File: config.mk
export PLATFORM = sky130hd
export DESIGN_NAME = output_channel_divider_cfg
export DESIGN_NICKNAME = d
export VERILOG_FILES = /design/src/logic/chan_div_pkg.sv /design/src/logic/chan_div_if.sv /design/src/logic/channel_divider.sv /design/src/logic/output_channel_divider_cfg.sv
export SDC_FILE = /design/constraint.sdc
export NUM_CORES = 1
export LEC_CHECK = 0
export BUFFER_PORTS_ARGS = -buffer_cell sky130_fd_sc_hd__buf_2
export CELL_PAD_IN_SITES_DETAIL_PLACEMENT = 0
export CELL_PAD_IN_SITES_GLOBAL_PLACEMENT = 1
export CORE_MARGIN = 4
export CORE_UTILIZATION = 49
export DETAILED_ROUTE_END_ITERATION = 10
export PLACE_DENSITY_LB_ADDON = 0.1
export SYNTH_ARGS = -nofsm -noshare
export SYNTH_HDL_FRONTEND = slang
export SYNTH_SLANG_ARGS = --single-unit
File: constraint.sdc
create_clock -name sys_clk -period 8.97 [get_ports sys_clk]
set_input_delay 0 -clock sys_clk [delete_from_list [all_inputs] [get_ports sys_clk]]
set_output_delay 0 -clock sys_clk [all_outputs]
set_load 0.02 [all_outputs]
File: src/logic/chan_div_pkg.sv
/*
 * constants, field layouts and types for the output channel divider block.
 * assumes a 125 MHz system clock and register indices scaled by four on the bus.
 */
package chan_div_pkg;
   // ----------------------------------------------------------------
   // register indices (byte address = index * 4)
   // ----------------------------------------------------------------
   localparam logic [13:0] IDX_CHAN_A_DIV_LOW    = 14'h0428;
   localparam logic [13:0] IDX_CHAN_A_DIV_HIGH   = 14'h0429;
   localparam logic [13:0] IDX_CHAN_A_PHASE      = 14'h042A;
   localparam logic [13:0] IDX_OUTPUT_B_FMT_CFG  = 14'h042B;
   localparam logic [13:0] IDX_CHAN_B_DIV_LOW    = 14'h042C;
   localparam logic [13:0] IDX_CHAN_B_DIV_HIGH   = 14'h042D;
   localparam logic [13:0] IDX_CHAN_B_PHASE      = 14'h042E;
   localparam logic [13:0] IDX_SYNC_MASK_CTRL    = 14'h0430;
   localparam logic [13:0] IDX_CHAN_STATUS       = 14'h0431;

   // ----------------------------------------------------------------
   // widths and field positions
   // ----------------------------------------------------------------
   localparam int DIV_W      = 10;           // channel divide value width
   localparam int CNT_W      = 11;           // half-period counter width
   localparam int PHASE_W    = 6;            // initial phase width
   localparam int DIV_HI_W   = 2;            // upper divide bits in high register
   localparam int FMT_LSB    = 4;            // format field position
   localparam int POL_LSB    = 2;            // polarity field position
   localparam int BOOST_BIT  = 1;            // lvds boost bit
   localparam int CMOS33_BIT = 7;            // 3.3 v cmos driver enable bit

   // ----------------------------------------------------------------
   // reset values
   // ----------------------------------------------------------------
   localparam logic [7:0]         RST_DIV_LOW = 8'h00;
   localparam logic [DIV_HI_W-1:0] RST_DIV_HI = 2'h0;
   localparam logic [PHASE_W-1:0] RST_PHASE   = 6'h00;
   localparam logic [7:0]         RST_FMT_CFG = 8'h10;  // hstl, pos/neg, no boost
   localparam logic [1:0]         RST_MASK    = 2'h0;

   // ----------------------------------------------------------------
   // second output driver formats and polarity codes
   // ----------------------------------------------------------------
   typedef enum logic [2:0] {
      FMT_POWER_DOWN = 3'h0,
      FMT_HSTL       = 3'h1,
      FMT_LVDS       = 3'h2,
      FMT_RSVD_3     = 3'h3,
      FMT_CMOS_BOTH  = 3'h4,
      FMT_CMOS_P     = 3'h5,
      FMT_CMOS_N     = 3'h6,
      FMT_RSVD_7     = 3'h7
   } output_fmt_t;

   localparam logic [1:0] POL_POS_NEG = 2'h0;
   localparam logic [1:0] POL_POS_POS = 2'h1;
   localparam logic [1:0] POL_NEG_POS = 2'h2;
   localparam logic [1:0] POL_NEG_NEG = 2'h3;

   // divider states, one-hot
   typedef enum logic [1:0] {
      DIV_STATIC = 2'b01,
      DIV_RUN    = 2'b10
   } div_state_t;
endpackage : chan_div_pkg

File: src/logic/chan_div_if.sv
/*
 * carrier between the top block and one channel divider.
 * assumes all signals are on sys_clk.
 */
`timescale 1ns/1ns
interface chan_div_if;
   logic                              half_tick;  // pre-divider clock edge pulse
   logic                              sync_evt;   // sync event pulse
   logic                              sync_mask;  // channel ignores sync
   logic [chan_div_pkg::DIV_W-1:0]    div_val;    // programmed divide value
   logic [chan_div_pkg::PHASE_W-1:0]  phase_val;  // programmed initial phase
   logic                              clk_out;    // divided clock level
   logic                              running;    // divider left static state

   modport ctrl (output half_tick, output sync_evt, output sync_mask, output div_val,
                 output phase_val, input clk_out, input running);
   modport div  (input half_tick, input sync_evt, input sync_mask, input div_val,
                 input phase_val, output clk_out, output running);
endinterface : chan_div_if

File: src/logic/channel_divider.sv
/*
 * one 10-bit channel divider with half-period initial phase.
 * assumes half_tick pulses once for every edge of the pre-divider clock, on sys_clk.
 */
`timescale 1ns/1ns
module channel_divider (
   input  wire logic  sys_clk,
   input  wire logic  arst_n,
   chan_div_if.div    dif
);
   // ----------------------------------------------------------------
   // state
   // ----------------------------------------------------------------
   chan_div_pkg::div_state_t              state_reg,  state_next;  // static or running
   logic [chan_div_pkg::DIV_W-1:0]        div_reg,    div_next;    // loaded divide value
   logic [chan_div_pkg::CNT_W-1:0]        cnt_reg,    cnt_next;    // half-period position
   logic                                  clk_reg,    clk_next;    // divided clock
   logic [chan_div_pkg::CNT_W-1:0]        half_n;                  // half-periods per level
   logic [chan_div_pkg::CNT_W-1:0]        last_pos;                // last position of period
   localparam int CNT_W = chan_div_pkg::CNT_W;

   // ----------------------------------------------------------------
   // next state
   // ----------------------------------------------------------------
   always_comb begin
      state_next = state_reg;
      div_next   = div_reg;
      cnt_next   = cnt_reg;
      if (dif.sync_mask && (state_reg == chan_div_pkg::DIV_STATIC)) begin
         state_next = chan_div_pkg::DIV_RUN;
         div_next   = dif.div_val;
         cnt_next   = CNT_W'(dif.phase_val);
      end else if (dif.sync_evt && !dif.sync_mask) begin
         state_next = chan_div_pkg::DIV_RUN;
         div_next   = dif.div_val;
         cnt_next   = CNT_W'(dif.phase_val);
      end else if ((state_reg == chan_div_pkg::DIV_RUN) && dif.half_tick) begin
         // wrap after two full levels
         cnt_next = (cnt_reg >= last_pos) ? '0 : cnt_reg + CNT_W'(1);
      end
   end

   always_comb begin
      half_n   = CNT_W'(div_reg) + CNT_W'(1);
      last_pos = {half_n[CNT_W-2:0], 1'b0} - CNT_W'(1);
      clk_next = (state_next == chan_div_pkg::DIV_RUN) &&
                 (cnt_next < (CNT_W'(div_next) + CNT_W'(1)));
   end

   // ----------------------------------------------------------------
   // registers
   // ----------------------------------------------------------------
   always_ff @(posedge sys_clk or negedge arst_n) begin
      if (!arst_n) begin
         state_reg <= chan_div_pkg::DIV_STATIC;
         div_reg   <= '0;
         cnt_reg   <= '0;
         clk_reg   <= 1'b0;
      end else begin
         state_reg <= state_next;
         div_reg   <= div_next;
         cnt_reg   <= cnt_next;
         clk_reg   <= clk_next;
      end
   end

   assign dif.clk_out = clk_reg;
   assign dif.running = (state_reg == chan_div_pkg::DIV_RUN);
endmodule : channel_divider

File: src/logic/output_channel_divider_cfg.sv
/*
 * output channel pair: two channel dividers, their register file on classic
 * wishbone and the second output driver configuration.
 * assumes pre_div_edge and sync_event come from logic on sys_clk (no synchroniser),
 * pre_div_edge pulsing once per edge of the shared pre-divider clock.
 */
// Register access over Wishbone was left to the implementer.
// Behaviour
// - divide by ten-bit value plus one
// - low byte plus two high bits
// - initial phase in half input periods
// - format field selects second output mode
// - polarity applies only in cmos mode
// - enable bit selects 3.3 v cmos driver
// - boost bit selects lvds drive strength
// - masked channel runs freely, ignores sync
`timescale 1ns/1ns
module output_channel_divider_cfg (
   input  wire logic         sys_clk,
   input  wire logic         arst_n,
   // classic wishbone slave
   input  wire logic         wb_cyc_i,
   input  wire logic         wb_stb_i,
   input  wire logic         wb_we_i,
   input  wire logic [15:0]  wb_adr_i,
   input  wire logic [3:0]   wb_sel_i,
   input  wire logic [31:0]  wb_dat_i,
   output logic      [31:0]  wb_dat_o,
   output logic              wb_ack_o,
   // divider input clock edge and sync event
   input  wire logic         pre_div_edge,
   input  wire logic         sync_event,
   // divided channel clocks
   output logic              chan_a_clk,
   output logic              chan_b_clk,
   // second output driver controls
   output logic              out_b_power_down,
   output logic              out_b_hstl_en,
   output logic              out_b_lvds_en,
   output logic              out_b_cmos_en,
   output logic              out_b_cmos33_en,
   output logic              out_b_lvds_boost,
   output logic              out_b_p_en,
   output logic              out_b_n_en,
   output logic              out_b_p_level,
   output logic              out_b_n_level
);
   localparam int DIV_W   = chan_div_pkg::DIV_W;
   localparam int PHASE_W = chan_div_pkg::PHASE_W;

   // ----------------------------------------------------------------
   // functions
   // ----------------------------------------------------------------
   // bus address matches a register index
   function automatic logic reg_hit(input logic [15:0] adr, input logic [13:0] idx);
      reg_hit = (adr[15:2] == idx);
   endfunction : reg_hit

   // cmos format codes
   function automatic logic is_cmos(input logic [2:0] fmt);
      is_cmos = (fmt == chan_div_pkg::FMT_CMOS_BOTH) || (fmt == chan_div_pkg::FMT_CMOS_P) ||
                (fmt == chan_div_pkg::FMT_CMOS_N);
   endfunction : is_cmos

   // ----------------------------------------------------------------
   // register file state
   // ----------------------------------------------------------------
   logic [7:0]           a_lo_reg,   a_lo_next;    // chan_a_div_low
   logic [1:0]           a_hi_reg,   a_hi_next;    // chan_a_div_high
   logic [PHASE_W-1:0]   a_ph_reg,   a_ph_next;    // chan_a_phase
   logic [7:0]           fmt_reg,    fmt_next;     // output_b_format_cfg
   logic [7:0]           b_lo_reg,   b_lo_next;    // chan_b_div_low
   logic [1:0]           b_hi_reg,   b_hi_next;    // chan_b_div_high
   logic [PHASE_W-1:0]   b_ph_reg,   b_ph_next;    // chan_b_phase
   logic [1:0]           mask_reg,   mask_next;    // sync masks, bit0 a, bit1 b
   logic                 ack_reg,    ack_next;     // wishbone acknowledge
   logic [31:0]          rdat_reg,   rdat_next;    // wishbone read data
   logic                 wr_lane0;                 // write commits this cycle
   logic [7:0]           wbyte;                    // written byte

   // divider carriers
   chan_div_if  a_if ();
   chan_div_if  b_if ();

   // ----------------------------------------------------------------
   // wishbone access
   // ----------------------------------------------------------------
   // answer one cycle after the request, drop the cycle after
   always_comb begin
      ack_next  = wb_cyc_i && wb_stb_i && !ack_reg;
      rdat_next = rdat_reg;
      if (wb_cyc_i && wb_stb_i && !ack_reg) begin
         // unmapped and reserved bits read zero
         rdat_next = '0;
         if (reg_hit(wb_adr_i, chan_div_pkg::IDX_CHAN_A_DIV_LOW)) begin
            rdat_next[7:0] = a_lo_reg;
         end else if (reg_hit(wb_adr_i, chan_div_pkg::IDX_CHAN_A_DIV_HIGH)) begin
            rdat_next[1:0] = a_hi_reg;
         end else if (reg_hit(wb_adr_i, chan_div_pkg::IDX_CHAN_A_PHASE)) begin
            rdat_next[PHASE_W-1:0] = a_ph_reg;
         end else if (reg_hit(wb_adr_i, chan_div_pkg::IDX_OUTPUT_B_FMT_CFG)) begin
            rdat_next[7:0] = fmt_reg;
         end else if (reg_hit(wb_adr_i, chan_div_pkg::IDX_CHAN_B_DIV_LOW)) begin
            rdat_next[7:0] = b_lo_reg;
         end else if (reg_hit(wb_adr_i, chan_div_pkg::IDX_CHAN_B_DIV_HIGH)) begin
            rdat_next[1:0] = b_hi_reg;
         end else if (reg_hit(wb_adr_i, chan_div_pkg::IDX_CHAN_B_PHASE)) begin
            rdat_next[PHASE_W-1:0] = b_ph_reg;
         end else if (reg_hit(wb_adr_i, chan_div_pkg::IDX_SYNC_MASK_CTRL)) begin
            rdat_next[1:0] = mask_reg;
         end else if (reg_hit(wb_adr_i, chan_div_pkg::IDX_CHAN_STATUS)) begin
            // running flags and live channel clocks
            rdat_next[3:0] = {b_if.clk_out, a_if.clk_out, b_if.running, a_if.running};
         end
      end
   end

   // writes commit on the edge that sees ack high
   assign wr_lane0 = wb_cyc_i && wb_stb_i && wb_we_i && ack_reg && wb_sel_i[0];
   assign wbyte    = wb_dat_i[7:0];

   // register write decode, reserved bits dropped
   always_comb begin
      a_lo_next = a_lo_reg;
      a_hi_next = a_hi_reg;
      a_ph_next = a_ph_reg;
      fmt_next  = fmt_reg;
      b_lo_next = b_lo_reg;
      b_hi_next = b_hi_reg;
      b_ph_next = b_ph_reg;
      mask_next = mask_reg;
      if (wr_lane0) begin
         if (reg_hit(wb_adr_i, chan_div_pkg::IDX_CHAN_A_DIV_LOW)) begin
            a_lo_next = wbyte;
         end else if (reg_hit(wb_adr_i, chan_div_pkg::IDX_CHAN_A_DIV_HIGH)) begin
            a_hi_next = wbyte[1:0];
         end else if (reg_hit(wb_adr_i, chan_div_pkg::IDX_CHAN_A_PHASE)) begin
            a_ph_next = wbyte[PHASE_W-1:0];
         end else if (reg_hit(wb_adr_i, chan_div_pkg::IDX_OUTPUT_B_FMT_CFG)) begin
            // bit 0 reserved, reads zero
            fmt_next = {wbyte[7:1], 1'b0};
         end else if (reg_hit(wb_adr_i, chan_div_pkg::IDX_CHAN_B_DIV_LOW)) begin
            b_lo_next = wbyte;
         end else if (reg_hit(wb_adr_i, chan_div_pkg::IDX_CHAN_B_DIV_HIGH)) begin
            b_hi_next = wbyte[1:0];
         end else if (reg_hit(wb_adr_i, chan_div_pkg::IDX_CHAN_B_PHASE)) begin
            b_ph_next = wbyte[PHASE_W-1:0];
         end else if (reg_hit(wb_adr_i, chan_div_pkg::IDX_SYNC_MASK_CTRL)) begin
            mask_next = wbyte[1:0];
         end
      end
   end

   // register bank
   always_ff @(posedge sys_clk or negedge arst_n) begin
      if (!arst_n) begin
         a_lo_reg <= chan_div_pkg::RST_DIV_LOW;
         a_hi_reg <= chan_div_pkg::RST_DIV_HI;
         a_ph_reg <= chan_div_pkg::RST_PHASE;
         fmt_reg  <= chan_div_pkg::RST_FMT_CFG;
         b_lo_reg <= chan_div_pkg::RST_DIV_LOW;
         b_hi_reg <= chan_div_pkg::RST_DIV_HI;
         b_ph_reg <= chan_div_pkg::RST_PHASE;
         mask_reg <= chan_div_pkg::RST_MASK;
         ack_reg  <= 1'b0;
         rdat_reg <= '0;
      end else begin
         a_lo_reg <= a_lo_next;
         a_hi_reg <= a_hi_next;
         a_ph_reg <= a_ph_next;
         fmt_reg  <= fmt_next;
         b_lo_reg <= b_lo_next;
         b_hi_reg <= b_hi_next;
         b_ph_reg <= b_ph_next;
         mask_reg <= mask_next;
         ack_reg  <= ack_next;
         rdat_reg <= rdat_next;
      end
   end

   assign wb_ack_o = ack_reg;
   assign wb_dat_o = rdat_reg;

   // ----------------------------------------------------------------
   // channel dividers
   // ----------------------------------------------------------------
   // assemble ten-bit value
   assign a_if.div_val   = {a_hi_reg, a_lo_reg};
   assign b_if.div_val   = {b_hi_reg, b_lo_reg};
   assign a_if.phase_val = a_ph_reg;
   assign b_if.phase_val = b_ph_reg;
   assign a_if.half_tick = pre_div_edge;
   assign b_if.half_tick = pre_div_edge;
   assign a_if.sync_evt  = sync_event;
   assign b_if.sync_evt  = sync_event;
   assign a_if.sync_mask = mask_reg[0];
   assign b_if.sync_mask = mask_reg[1];

   channel_divider u_first_channel_divider (
      .sys_clk (sys_clk),
      .arst_n  (arst_n),
      .dif     (a_if)
   );

   channel_divider u_second_channel_divider (
      .sys_clk (sys_clk),
      .arst_n  (arst_n),
      .dif     (b_if)
   );

   // ----------------------------------------------------------------
   // second output driver decode
   // ----------------------------------------------------------------
   logic [2:0]  fmt_code;                       // format field
   logic [1:0]  pol_code;                       // polarity field
   logic        pd_next, hstl_next, lvds_next;  // mode flags
   logic        cmos_next, c33_next, boost_next;
   logic        p_en_next, n_en_next;           // output leg enables
   logic        p_lvl_next, n_lvl_next;         // leg levels
   logic        a_clk_reg, b_clk_reg;           // channel clock outputs
   logic        pd_reg, hstl_reg, lvds_reg, cmos_reg, c33_reg, boost_reg;
   logic        p_en_reg, n_en_reg, p_lvl_reg, n_lvl_reg;

   assign fmt_code = fmt_reg[chan_div_pkg::FMT_LSB +: 3];
   assign pol_code = fmt_reg[chan_div_pkg::POL_LSB +: 2];

   always_comb begin
      pd_next    = 1'b0;
      hstl_next  = 1'b0;
      lvds_next  = 1'b0;
      cmos_next  = 1'b0;
      p_en_next  = 1'b0;
      n_en_next  = 1'b0;
      unique case (fmt_code)
         chan_div_pkg::FMT_HSTL: begin
            hstl_next = 1'b1;
            p_en_next = 1'b1;
            n_en_next = 1'b1;
         end
         chan_div_pkg::FMT_LVDS: begin
            lvds_next = 1'b1;
            p_en_next = 1'b1;
            n_en_next = 1'b1;
         end
         chan_div_pkg::FMT_CMOS_BOTH: begin
            cmos_next = 1'b1;
            p_en_next = 1'b1;
            n_en_next = 1'b1;
         end
         chan_div_pkg::FMT_CMOS_P: begin
            cmos_next = 1'b1;
            p_en_next = 1'b1;
         end
         chan_div_pkg::FMT_CMOS_N: begin
            cmos_next = 1'b1;
            n_en_next = 1'b1;
         end
         // power-down and reserved codes tristate the pair
         default: begin
            pd_next = 1'b1;
         end
      endcase
      c33_next   = fmt_reg[chan_div_pkg::CMOS33_BIT];
      boost_next = fmt_reg[chan_div_pkg::BOOST_BIT] && lvds_next;
      if (is_cmos(fmt_code)) begin
         p_lvl_next = b_if.clk_out ^ pol_code[1];
         n_lvl_next = b_if.clk_out ~^ ^pol_code;
      end else begin
         p_lvl_next = b_if.clk_out;
         n_lvl_next = ~b_if.clk_out;
      end
      // disabled legs held low
      p_lvl_next = p_lvl_next && p_en_next;
      n_lvl_next = n_lvl_next && n_en_next;
   end

   // output registers
   always_ff @(posedge sys_clk or negedge arst_n) begin
      if (!arst_n) begin
         a_clk_reg <= 1'b0;
         b_clk_reg <= 1'b0;
         pd_reg    <= 1'b0;
         hstl_reg  <= 1'b0;
         lvds_reg  <= 1'b0;
         cmos_reg  <= 1'b0;
         c33_reg   <= 1'b0;
         boost_reg <= 1'b0;
         p_en_reg  <= 1'b0;
         n_en_reg  <= 1'b0;
         p_lvl_reg <= 1'b0;
         n_lvl_reg <= 1'b0;
      end else begin
         a_clk_reg <= a_if.clk_out;
         b_clk_reg <= b_if.clk_out;
         pd_reg    <= pd_next;
         hstl_reg  <= hstl_next;
         lvds_reg  <= lvds_next;
         cmos_reg  <= cmos_next;
         c33_reg   <= c33_next;
         boost_reg <= boost_next;
         p_en_reg  <= p_en_next;
         n_en_reg  <= n_en_next;
         p_lvl_reg <= p_lvl_next;
         n_lvl_reg <= n_lvl_next;
      end
   end

   assign chan_a_clk       = a_clk_reg;
   assign chan_b_clk       = b_clk_reg;
   assign out_b_power_down = pd_reg;
   assign out_b_hstl_en    = hstl_reg;
   assign out_b_lvds_en    = lvds_reg;
   assign out_b_cmos_en    = cmos_reg;
   assign out_b_cmos33_en  = c33_reg;
   assign out_b_lvds_boost = boost_reg;
   assign out_b_p_en       = p_en_reg;
   assign out_b_n_en       = n_en_reg;
   assign out_b_p_level    = p_lvl_reg;
   assign out_b_n_level    = n_lvl_reg;
endmodule : output_channel_divider_cfg

# [Word level (Yosys, flattened, before mapping)]
# Index checks and enable logic that the tools add are counted.
[word_totals] regBits=110 in_bits=59 out_inout_bits=45 wordCells=154
[op_classes] addsub=8 order_cmp=4 eq_ne=20 n_mux=48 bitwise_logic=10 reduce_logical=34
[op_table] op="14-bit by 11-bit == test with 1-bit output, second input constant" n=9
[op_table] op="11-bit 2-to-1 mux" n=8
[op_table] op="4-bit 2-to-1 mux" n=12
[op_table] op="10-bit 2-to-1 mux" n=4
[op_table] op="10-bit by 1-bit adder with 11-bit output, second input constant" n=2
[op_table] op="11-bit by 1-bit adder with 11-bit output, second input constant" n=2
[op_table] op="11-bit >= comparator" n=2
[op_table] op="11-bit < comparator" n=2
[op_table] op="2-bit 2-to-1 mux" n=11
[op_table] op="11-bit by 1-bit subtractor with 11-bit output, second input constant" n=2
[op_table] op="10-bit by 1-bit adder with 10-bit output, second input constant" n=2
[op_table] op="6-bit 2-to-1 mux" n=3
[op_table] op="1-bit logical AND" n=16
[op_table] op="8-bit 2-to-1 mux" n=2
[op_table] op="3-bit == test, second input constant" n=3
[op_table] op="9-bit AND reduction" n=1
[op_table] op="2-bit == test, second input constant" n=4
[op_table] op="1-bit 2-to-1 mux" n=8
[op_table] op="1-bit NOT" n=8
[op_table] op="8-bit AND reduction" n=1
[op_table] op="4-bit OR reduction" n=2
[op_table] op="7-bit AND reduction" n=1
[op_table] op="6-bit AND reduction" n=1
[op_table] op="5-bit AND reduction" n=1
[op_table] op="13 further kinds" n=17

# [Longest topological paths before layout]
# Gate-level depths: netlist (run 1).
[logic_depth] word_depth=19 mapped_depth=22 mapped_depth_nobuf=21

# [Hierarchy]
# From an unflattened synthesis (run 1), not the netlist that was laid out.
[unflattened] hier_cells=776 hier_area_um2=7566.0
[by_module_without_submodules] mod="output_channel_divider_cfg" n_inst=1 cells_each=273 area_per_inst_um2=3199.3 seq_area_each_um2=1552.7
[by_module_without_submodules] mod="channel_divider (u_second_channel_divider)" n_inst=1 cells_each=250 area_per_inst_um2=2235.9 seq_area_each_um2=601.8
[by_module_without_submodules] mod="channel_divider (u_first_channel_divider)" n_inst=1 cells_each=253 area_per_inst_um2=2130.8 seq_area_each_um2=601.8

# [Worst setup path after synthesis (run 1)]
# OpenSTA, ideal clock, no wires.
[synth_timing] kind="reg2reg" start="reg u_second_channel_divider.div_reg[1] (netlist bit)" end="reg u_second_channel_divider.clk_reg, in the netlist u_second_channel_divider.dif.clk_out" setup_time_ns=0.077 arrival_ns=4.395 required_ns=8.893 slack_ns=4.498 stages_incl_launch_ff=22 path_buffers=1 period_less_slack_ns=4.472 cell_sequence="dfrtp_1 > ha_1 > buf_6 > and3_4 > and4b_1 > o22a_1 > mux2_4 > a32oi_1 > xnor2_1 > ha_1 > o21ai_0 > nand2b_1 > a21oi_1 > or2_2 > o21ai_1 > nor2_1 > ha_1 > a21o_1 > a21o_1 > a2111oi_0 > nand3b_1 > o21ai_1"
[synth_via] elab_chain_len=9 elab_cells_between_ends=12 cone_classes="add/sub (3); order compare (2); mux (6); reduce/logical (1)"
[synth_rtl] element="from (decl)" line_no="channel_divider.sv:15" source="logic [chan_div_pkg::DIV_W-1:0] div_reg, div_next;"
[synth_rtl] element="from (signal assigned)" line_no="channel_divider.sv:61" source="div_reg <= div_next;"
[synth_rtl] element="10-bit by 1-bit adder with 10-bit output" line_no="channel_divider.sv:44" source="half_n = CNT_W'(div_reg) + CNT_W'(1);"
[synth_rtl] element="11-bit by 1-bit subtractor with 11-bit output" line_no="channel_divider.sv:45" source="last_pos = {half_n[CNT_W-2:0], 1'b0} - CNT_W'(1);"
[synth_rtl] element="11-bit >= comparator" line_no="channel_divider.sv:39" source="cnt_next = (cnt_reg >= last_pos) ? '0 : cnt_reg + CNT_W'(1);"
[synth_rtl] element="11-bit 2-to-1 mux" line_no="channel_divider.sv:39"
[synth_rtl] element="11-bit 2-to-1 mux" line_no="channel_divider.sv:37" source="end else if ((state_reg == chan_div_pkg::DIV_RUN) && dif.half_tick) begin"
[synth_rtl] element="11-bit 2-to-1 mux" line_no="channel_divider.sv:33" source="end else if (dif.sync_evt && !dif.sync_mask) begin"
[synth_rtl] element="11-bit 2-to-1 mux" line_no="channel_divider.sv:29" source="if (dif.sync_mask && (state_reg == chan_div_pkg::DIV_STATIC)) begin"
[synth_rtl] element="via u_second_channel_divider.cnt_next, one bit" line_no="channel_divider.sv:16" source="logic [chan_div_pkg::CNT_W-1:0] cnt_reg, cnt_next;"
[synth_rtl] element="11-bit < comparator" line_no="channel_divider.sv:47" source="(cnt_next < (CNT_W'(div_next) + CNT_W'(1)));"
[synth_rtl] element="1-bit logical AND" line_no="channel_divider.sv:46" source="clk_next = (state_next == chan_div_pkg::DIV_RUN) &&"
[synth_rtl] element="via u_second_channel_divider.clk_next" line_no="channel_divider.sv:17" source="logic clk_reg, clk_next;"
[synth_rtl] element="to (signal assigned)" line_no="channel_divider.sv:63" source="clk_reg <= clk_next;"
[synth_rtl] element="to (decl)" line_no="channel_divider.sv:17"
# The timed path passes the listed nets, and every way through them passes these cells.
# A chain may end at the register's enable or synchronous reset.

# [Final worst setup path (run 1)]
[layout_timing] start="reg u_second_channel_divider.div_reg[0] (netlist bit)" end="reg u_second_channel_divider.clk_reg, in the netlist u_second_channel_divider.dif.clk_out"
# The elaborated chain is that of the path after synthesis.

==> results.sh, run 1 <==
export IMPL_outcome="complete, no violations"
export IMPL_post_cts_setup_buffer_count=0
export IMPL_p_total_w=0.001093
export IMPL_ios=104
export IMPL_async_flop_share_pct=100.0
export IMPL_cp_buffers_inverters=0
export IMPL_slew_limit_headroom_pct=33.24
export IMPL_power_switching_w=0.0002803
export IMPL_fin_crit_sh_pct=62.78
export IMPL_p_leak_nw=3.770
export IMPL_power_density_mw_per_mm2=134.8
export IMPL_p_sw_share_pct=25.63
export IMPL_clk_pin_slew_ns=0.07
export IMPL_routed_wl_um=18700
export IMPL_netlist_instances=796
export IMPL_syn2layout_area_growth_pct=8.051
export IMPL_synth_cell_types=83
export IMPL_worst_clock_skew_ns=0.004174
export IMPL_arrival_ns=5.91
export IMPL_clock_sinks=110
export IMPL_cp_slowest_stage_delay_ns=0.67
export IMPL_rows=44
export IMPL_syn_area_mm2=0.007506
export IMPL_synth_edf_count=0
export IMPL_p_int_w=0.0008131
export IMPL_portBuffers=50
export IMPL_power_share_clock_pct=38.8
export IMPL_synth_warning_count=0
export IMPL_ir_worst_vdd_mv=0.1228
export IMPL_dp_hpwl_um=14280
export IMPL_antenna_found_initial=0
export IMPL_yosysSeqAreaShare_pct=36.72
export IMPL_ant_nets=0
export IMPL_cp_start_kind="flip-flop"
export IMPL_die_y_um=131.8
export IMPL_hold_path_class="input pin to flip-flop"
export IMPL_setup_viol=0
export IMPL_rsz0062_at_grt="no"
export IMPL_cpMostUsedCell="ha_1"
export IMPL_antenna_cells=0
export IMPL_max_freq_ghz=0.1776
export IMPL_final_setup_tns_ns=0
export IMPL_drv_slew=0
export IMPL_crit_chain="ha_1 -> and3_4 -> and4b_1 -> o22a_1 -> mux2_4 -> a32oi_1 -> xnor2_1 -> ha_1 -> o21ai_0 -> nand2b_1 -> a21oi_1 -> or2_2 -> o21ai_1 -> o22ai_1 -> ha_1 -> a21o_1 -> nand3_1 -> a21oi_1 -> a2111oi_0 -> nand3b_1 -> o21ai_1"
export IMPL_finalNetCount=940
export IMPL_start_util_pct=50.87
export IMPL_gp_congestion=0.8635
export IMPL_cts_root_buf="clkbuf_16"
export IMPL_crit_required_ns=9.25
export IMPL_maxCapViolCount=0
export IMPL_grt_max_degree=57
export IMPL_ys_flop_type="dfrtp_1"
export IMPL_crit_fanout=12
export IMPL_period_minus_slack_ns=5.631
export IMPL_critPathTopFamily="compound AO/OA/AOI/OAI gates"
export IMPL_utilization_pct=54.97
export IMPL_grtUsageTotal_pct=21.62
export IMPL_die_area_mm2=0.01736
export IMPL_cts_tree="done"
export IMPL_max_clock_path_buffers=2
export IMPL_nFillCells=1354
export IMPL_hold_violations=0
export IMPL_synth_top_area_share_pct=35.67
export IMPL_die_x_um=131.8
export IMPL_h_tree_depth=3
export IMPL_worstMarginPinSlew_ns=0.9956
export IMPL_grt_pass1_vias=5740
export IMPL_cp_end_kind="flip-flop"
export IMPL_yosys_area_top_type="dfrtp_1"
export IMPL_drive_above_1_share_pct=14.08
export IMPL_viasPerCell=5.790
export IMPL_clk_latency_ns=0.35
export IMPL_ys_seq_elements=110
export IMPL_grt_pass1_wl_um=30390
export IMPL_finalHoldWorstSlack_ns=0.01092
export IMPL_grt_ovfl_total=0
export IMPL_via_count=5917
export IMPL_first_pass_iters=5
export IMPL_worst_path_max_delay_cell="dfrtp_1"
export IMPL_cts_resized=0
export IMPL_pwr_share_seq_pct=47.9
export IMPL_drc=0
export IMPL_p_comb_share_pct=13.2
export IMPL_crit_type="flip-flop to flip-flop"
export IMPL_first_iter_violations=413
export IMPL_synth_area_top_cells="dfrtp_1, ha_1, nand2_1, xnor2_1, mux2i_1"
export IMPL_numCtsBuffers=9
export IMPL_wire_per_inst_um=18.30
export IMPL_coreArea_mm2=0.01475
export IMPL_avgSynthCellArea_um2=9.430
## worst reg2reg max path, delay by kind of cell (launching register included)
| family | cells | cell delay [ns] |
|---|---|---|
| fa+ha+maj | 3 | 1.12 |
| flops | 1 | 0.67 |
| simple gates | 6 | 1.07 |
| xor+xnor | 1 | 0.14 |
| compound gates | 10 | 2.22 |
| mux | 1 | 0.32 |
## metrics by stage
stage / setup WS [ns] / cell area, µm² / cells
6_report: 3.339 / 8110 / 1022
5_1_grt: 2.988 / 8110 / 1022
4_1_cts: 3.447 / 8110 / 1022
3_5_place_dp: 3.468 / 7729 / 1000
3_3_place_gp: 3.593 / 7729 / 1000
2_1_floorplan: 4.498 / 7592 / 819
## synth_stat cells, drive strengths merged (4+ instances only)
| cell type | n |
|---|---|
| a211oi | 4 |
| a21boi | 5 |
| a21o | 9 |
| a21oi | 34 |
| and2 | 7 |
| and3 | 14 |
| and3b | 4 |
| and4 | 4 |
| buf | 44 |
| clkbuf | 13 |
| dfrtp | 107 |
| ha | 48 |
| inv | 29 |
| mux2 | 40 |
| mux2i | 24 |
| nand2 | 94 |
| nand2b | 9 |
| nand3 | 28 |
| nand3b | 7 |
| nand4 | 15 |
| nor2 | 50 |
| nor2b | 4 |
| nor3 | 14 |
| nor3b | 6 |
| o211ai | 6 |
| o21a | 5 |
| o21ai | 45 |
| o22ai | 10 |
| or2 | 6 |
| or3 | 7 |
| xnor2 | 35 |
| xor2 | 22 |
## power by group through the flow
stage / Clock [W] / Sequential [W] / Combinational, W
3_3_place_gp: 0 / 0.000533 / 0.000141
2_1_floorplan: 0 / 0.000533 / 0.0000999
6_report: 0.000425 / 0.000524 / 0.000145
4_1_cts: 0.000433 / 0.000524 / 0.000146
3_5_place_dp: 0 / 0.000534 / 0.000143
5_1_grt: 0.000454 / 0.000526 / 0.000165
## worst paths after layout
path                                                     startpoint                                    to  slack (ns)  cells past startpoint
min in group asynchronous                                    arst_n                            out_b_n_en        0.24                      2
worst min-delay path                                    wb_dat_i[3]                           a_lo_reg[3]        0.01                      2
worst max-delay path            u_second_channel_divider.div_reg[0]  u_second_channel_divider.dif.clk_out        3.34                     21
max in group asynchronous                                    arst_n    u_first_channel_divider.div_reg[6]        7.55                      3
worst min register to register                           fmt_reg[7]                       out_b_cmos33_en        0.41                      0
worst max register to register  u_second_channel_divider.div_reg[0]  u_second_channel_divider.dif.clk_out        3.34                     21
## layer usage
metal	wire length [µm]	vias to the layer above	global-route usage, %
met4	306	0	6.884
met2	8545	157	33.64
met3	846	21	2.634
met5	0	-	0
li1	-	2853	-
met1	9005	2886	31.58
## cell families after synthesis
kind of cell    after synthesis  share of synthesized area (%)
compound gates              150                          12.95
fa+ha+maj                    48                          8.001
other cells                   1                        0.04996
mux                          64                          9.252
xor+xnor                     57                          6.651
buf+inv                      86                          6.468
simple gates                280                          19.90
flops                       110                          36.72
## timing repair
action,CTS,global route
endpoints found under the setup margin,0,0
hold buffers,6,0
hold endpoints to repair,66,0
## layout make-up
type,instances,area [µm²],area share (%)
Clock buffer,14,284.0,3.502
Timing Repair Buffer,60,342.8,4.227
Tap cell,184,230.2,2.839
Inverter,29,108.9,1.342
Multi-Input combinational cell,623,4350,53.64
Sequential cell,110,2756,33.99
Clock inverter,2,37.54,0.4628
## layout by cell type, fill, tap and decap left out, types with 5 or more instances in the layout
cell type,n
xnor2_1,35
nor3_1,13
inv_1,29
dfrtp_1,107
nand2_1,93
buf_4,5
mux2_1,20
a21o_1,8
nand4_1,15
clkbuf_16,9
mux2_2,19
nand3b_1,7
o22ai_1,10
and3_1,10
ha_1,48
o21a_1,5
o211ai_1,6
buf_2,49
dlygate4sd3_1,6
o21ai_0,35
nand3_1,28
nand2b_1,8
nor3b_1,6
o21ai_1,9
a21oi_1,34
nor2_1,45
or2_2,5
or3_1,5
and2_1,6
xor2_1,22
conb_1,24
mux2i_1,24
Power figures use the tool's default switching activity.
==> inputs of run 2 (changes only) <==
- CORE_UTILIZATION: 49 -> 41
- clock period: 8.97 -> 4.8 ns (I/O delays scaled with it)
==> results.sh, run 2 (synthesis gave the netlist of run 1 again) <==
export IMPL_r2r_end="u_second_channel_divider.dif.clk_out"
export IMPL_clk_latency_ns=0.36
export IMPL_cp_end_kind="flip-flop"
export IMPL_worstMarginPinSlew_ns=0.8664
export IMPL_p_int_w=0.001424
export IMPL_gp_congestion=0.8961
export IMPL_syn2layout_area_growth_pct=10.79
export IMPL_met2_usage_pct=32.76
export IMPL_finalNetCount=956
export IMPL_arrival_ns=4.83
export IMPL_clock_sinks=110
export IMPL_grtUsageTotal_pct=20.55
export IMPL_p_comb_share_pct=14.3
export IMPL_multiInputGateArea_mm2=0.004410
export IMPL_power_share_clock_pct=36.6
export IMPL_whs_path_depth=2
export IMPL_grt_pass1_wl_um=33070
export IMPL_first_pass_iters=4
export IMPL_die_area_mm2=0.02054
export IMPL_cp_start_kind="flip-flop"
export IMPL_clk_pin_slew_ns=0.08
export IMPL_grt_pass1_vias=5971
export IMPL_p_leak_nw=3.840
export IMPL_whs_endpoint="b_if.phase_val[3]"
export IMPL_slew_limit_headroom_pct=41.85
export IMPL_hold_path_class="input pin to flip-flop"
export IMPL_ant_nets=0
export IMPL_max_freq_ghz=0.2198
export IMPL_outcome="complete, no violations"
export IMPL_coreArea_mm2=0.01796
export IMPL_dp_hpwl_um=15450
export IMPL_maxCapViolCount=0
export IMPL_start_util_pct=41.78
export IMPL_routed_wl_um=20220
export IMPL_via_count=5933
export IMPL_grt_use_met1_pct=29.05
export IMPL_layout_commonest_cell="dfrtp_1"
export IMPL_worst_path_max_delay_cell="dfrtp_1"
export IMPL_cp_buffers_inverters=1
export IMPL_worst_clock_skew_ns=0.005974
export IMPL_grt_max_degree=64
export IMPL_drv_slew=0
export IMPL_portBuffers=50
export IMPL_wire_per_inst_um=18.67
export IMPL_numCtsBuffers=9
export IMPL_dp_cells=1059
export IMPL_utilization_pct=46.29
export IMPL_die_y_um=143.3
export IMPL_power_density_mw_per_mm2=240.4
export IMPL_p_sw_share_pct=28.76
export IMPL_dp_worst_setup_slack_ns=-0.07252
export IMPL_grt_met3_usage_pct=2.263
export IMPL_fin_crit_sh_pct=94.78
export IMPL_cp_slowest_stage_delay_ns=0.42
export IMPL_nFillCells=1720
export IMPL_busiest_layer="met2"
export IMPL_layout_area_seq_mm2=0.002760
export IMPL_ir_worst_vdd_mv=0.1676
export IMPL_reg2reg_from="u_second_channel_divider.div_reg[1]"
export IMPL_cts_tree="done"
export IMPL_hold_violations=0
export IMPL_cts_root_buf="clkbuf_16"
export IMPL_postLayoutSetupSlackWorst_ns=0.2505
export IMPL_drc=0
export IMPL_crit_type="flip-flop to flip-flop"
export IMPL_rr_worst_depth=19
export IMPL_antenna_cells=0
export IMPL_setup_viol=0
export IMPL_r2r_slack_ns=0.25
export IMPL_die_x_um=143.3
export IMPL_viasPerCell=5.478
export IMPL_pwr_share_seq_pct=49.1
export IMPL_mostFrequentLayoutCells="dfrtp_1, nand2_1, buf_2"
export IMPL_drive_above_1_share_pct=16.98
export IMPL_rows=49
export IMPL_first_iter_violations=449
export IMPL_layoutNonFillerInstCount=1083
export IMPL_h_tree_depth=3
export IMPL_rsz0062_at_grt="yes"
export IMPL_power_switching_w=0.0005748
export IMPL_grt_ovfl_total=0
export IMPL_antenna_found_initial=0
export IMPL_crit_chain="ha_2 -> buf_4 -> xnor2_1 -> nand3_1 -> a2111oi_4 -> mux2i_1 -> xor2_1 -> ha_1 -> a2111o_1 -> a21oi_2 -> or2_4 -> o21ai_4 -> nor2_2 -> ha_1 -> a21o_1 -> a21o_1 -> a2111oi_4 -> nand3b_1 -> o21ai_1"
export IMPL_crit_required_ns=5.08
export IMPL_critPathTopFamily="compound AO/OA/AOI/OAI gates"
export IMPL_period_minus_slack_ns=4.550
export IMPL_crit_fanout=8
export IMPL_max_clock_path_buffers=2
export IMPL_ios=104
export IMPL_hold_start="wb_dat_i[3]"
[run 2: cell count changes in the layout (fill, tap and decap cells not counted), sizes merged]
cell,before,now
buf,54,69
clkbuf,14,9
clkinv,0,3
inv,29,31
bufinv,1,0
clkinvlp,1,2
dlygate4sd3,6,7
[run 2: final cells by class]
| cell class | count | share of cell area [%] |
|---|---|---|
| clock inverter | 7 | 0.7072 |
| multi-input combinational | 623 | 53.04 |
| tap | 229 | 3.446 |
| sequential | 110 | 33.19 |
| timing repair buffer | 76 | 5.597 |
| inverter | 29 | 1.309 |
| clock buffer | 9 | 2.708 |
[run 2: per-stage QoR]
step	hold WS [ns]	TNS (ns)	instance area [µm²]	total power [W]
6_report	0.02349	0	8315	0.001999
4_1_cts	0.01599	0	8250	0.002012
3_5_place_dp	0.1372	-0.07252	7890	0.001280
5_1_grt	0.02137	-0.03438	8315	0.002090
2_1_floorplan	-0.2956	0	7592	0.001183
3_3_place_gp	0.1317	0	7890	0.001275
[run 2: power groups by stage]
stage | Sequential [W] | Combinational [W] | Clock (W)
global route | 0.000983 | 0.000321 | 0.000785
global placement | 0.00100 | 0.000276 | 0
detailed placement | 0.000999 | 0.000281 | 0
finish | 0.000981 | 0.000287 | 0.000731
CTS | 0.000981 | 0.000287 | 0.000744
floorplan | 0.000996 | 0.000187 | 0
[run 2: worst max path at each step]
stage                                        startpoint                                    to  slack, ns  cells past startpoint
global route        u_second_channel_divider.div_reg[1]  u_second_channel_divider.dif.clk_out      -0.03                     19
detailed placement  u_second_channel_divider.div_reg[1]  u_second_channel_divider.dif.clk_out      -0.07                     19
global placement    u_second_channel_divider.div_reg[1]  u_second_channel_divider.dif.clk_out       0.08                     20
finish              u_second_channel_divider.div_reg[1]  u_second_channel_divider.dif.clk_out       0.25                     19
CTS                 u_second_channel_divider.div_reg[1]  u_second_channel_divider.dif.clk_out       0.03                     19
floorplan           u_second_channel_divider.div_reg[1]  u_second_channel_divider.dif.clk_out       0.33                     21
[run 2: timing repair]
item,in CTS,in global routing
hold endpoints to repair,76,0
pin swaps,0,2
gates resized for setup,2,13
endpoints found under the setup margin,1,2
buffers inserted,0,1
hold buffers,7,0
[run 2: layer usage]
layer / routed length, µm / vias up
met5: 0 / -
met2: 9472 / 131
met3: 675 / 30
li1: - / 2887
met4: 550 / 0
met1: 9519 / 2885
==> inputs of run 3 (changes only) <==
- RECOVER_POWER: default -> 50
==> results.sh, run 3 (synthesis gave the netlist of run 1 again) <==
export IMPL_outcome="finished, violations left"
export IMPL_violations="max-capacitance violations, max-slew violations"
export IMPL_max_freq_ghz=0.2199
export IMPL_crit_type="flip-flop to flip-flop"
export IMPL_clock_sinks=110
export IMPL_crit_required_ns=5.08
export IMPL_utilization_pct=46.12
export IMPL_fin_crit_sh_pct=94.73
export IMPL_hold_start="wb_dat_i[3]"
export IMPL_period_minus_slack_ns=4.547
export IMPL_die_x_um=143.3
export IMPL_worstSetupStartpoint="u_second_channel_divider.div_reg[1]"
export IMPL_routed_wl_um=20250
export IMPL_antenna_found_initial=0
export IMPL_rows=49
export IMPL_final_setup_tns_ns=0
export IMPL_layoutNonFillerInstCount=1083
export IMPL_grt_pass1_vias=5971
export IMPL_grt_ovfl_total=0
export IMPL_finalNetCount=956
export IMPL_hold_violations=0
export IMPL_die_area_mm2=0.02054
export IMPL_h_tree_depth=3
export IMPL_hold_path_class="input pin to flip-flop"
export IMPL_worst_clock_skew_ns=0.006187
export IMPL_mostFrequentLayoutCells="dfrtp_1, nand2_1, ha_1"
export IMPL_grtUsageTotal_pct=20.55
export IMPL_crit_fanout=8
export IMPL_clk_latency_ns=0.35
export IMPL_setup_viol=0
export IMPL_grt_max_degree=64
export IMPL_first_pass_iters=5
export IMPL_clk_pin_slew_ns=0.08
export IMPL_coreArea_mm2=0.01796
export IMPL_cts_root_buf="clkbuf_16"
export IMPL_p_leak_nw=3.753
export IMPL_maxCapViolCount=1
export IMPL_r2r_slack_ns=0.25
export IMPL_numCtsBuffers=9
export IMPL_power_density_mw_per_mm2=241.0
export IMPL_dp_hpwl_um=15450
export IMPL_ant_nets=0
export IMPL_dp_worst_setup_slack_ns=-0.07252
export IMPL_syn2layout_area_growth_pct=10.39
export IMPL_die_y_um=143.3
export IMPL_first_iter_violations=422
export IMPL_portBuffers=50
export IMPL_antenna_cells=0
export IMPL_ios=104
export IMPL_drv_slew=64
export IMPL_wire_per_inst_um=18.70
export IMPL_cts_tree="done"
export IMPL_ir_worst_vdd_mv=0.1672
export IMPL_dp_cells=1059
export IMPL_rsz0062_at_grt="yes"
export IMPL_start_util_pct=41.78
export IMPL_slew_limit_headroom_pct=-128.7
export IMPL_worstMarginPinSlew_ns=3.431
export IMPL_drive_above_1_share_pct=14.29
export IMPL_layout_commonest_cell="dfrtp_1"
export IMPL_max_clock_path_buffers=2
export IMPL_p_total_w=0.001997
export IMPL_gp_congestion=0.8961
export IMPL_via_count=5979
export IMPL_grt_pass1_wl_um=33070
export IMPL_reg2reg_from="u_second_channel_divider.div_reg[1]"
export IMPL_cp_start_kind="flip-flop"
export IMPL_cp_end_kind="flip-flop"
export IMPL_viasPerCell=5.521
export IMPL_arrival_ns=4.83
export IMPL_postLayoutSetupSlackWorst_ns=0.2528
export IMPL_drc=0
run 3: cell count changes in the layout (fill, tap and decap cells not counted), sizes merged:
cell,before,now
buf,69,47
clkbuf,9,31
run 3: metal layers:
| metal | vias up | global-route usage (%) | share of wire, % |
|---|---|---|---|
| met4 | 0 | 7.483 | 2.8 |
| met3 | 38 | 2.263 | 3.5 |
| met5 | - | 0 | 0 |
| met2 | 145 | 32.76 | 47 |
| li1 | 2888 | - | - |
| met1 | 2908 | 29.05 | 47 |
run 3: what timing repair did:
item | in CTS | in global routing
pin swaps | 0 | 2
setup buffers | 0 | 1
endpoints found under the setup margin | 1 | 2
resized for setup | 2 | 13
endpoints found under the hold margin | 76 | 0
hold buffers | 7 | 0
run 3: stage by stage:
stage          cell area, µm²  hold slack [ns]
2_1_floorplan            7592          -0.2956
5_1_grt                  8285          0.02137
6_report                 8285          0.02812
3_3_place_gp             7890           0.1317
3_5_place_dp             7890           0.1372
4_1_cts                  8250          0.01599
run 3: path summary, 6_finish.rpt:
check	to	cells after the start
min in group asynchronous	out_b_power_down	2
worst max-delay path	u_second_channel_divider.dif.clk_out	19
max in group asynchronous	u_second_channel_divider.div_reg[3]	2
worst max register to register	u_second_channel_divider.dif.clk_out	19
worst min register to register	out_b_cmos33_en	0
worst min-delay path	b_if.phase_val[3]	2
run 3: worst max-delay path, stage by stage, from the launching register on:
cell and delay, ns:
dfrtp_1 0.42, ha_2 0.24, buf_4 0.16, xnor2_1 0.15
nand3_1 0.14, a2111oi_4 0.42, mux2i_1 0.29, xor2_1 0.17
ha_1 0.26, a2111o_1 0.40, a21oi_2 0.17, or2_4 0.18
o21ai_4 0.09, nor2_2 0.15, ha_1 0.26, a21o_1 0.16
a21o_1 0.20, a2111oi_4 0.36, nand3b_1 0.11, o21ai_1 0.14
run 3: final cells by class:
cell class | instances | area [µm²]
flip-flops and latches | 110 | 2760
clock buffers | 9 | 225.2
inverters | 29 | 108.9
fillers | 1727 | 9678
multi-input cells | 623 | 4410
clock inverters | 7 | 58.81
repair buffers | 76 | 435.4
well taps | 229 | 286.5
run 3: report_power, final:
part | leakage [nW] | internal [W] | switching [W]
Clock | 0.133 | 0.000359 | 0.000372
Combinational | 2.17 | 0.000110 | 0.000175
Sequential | 1.45 | 0.000953 | 0.0000281
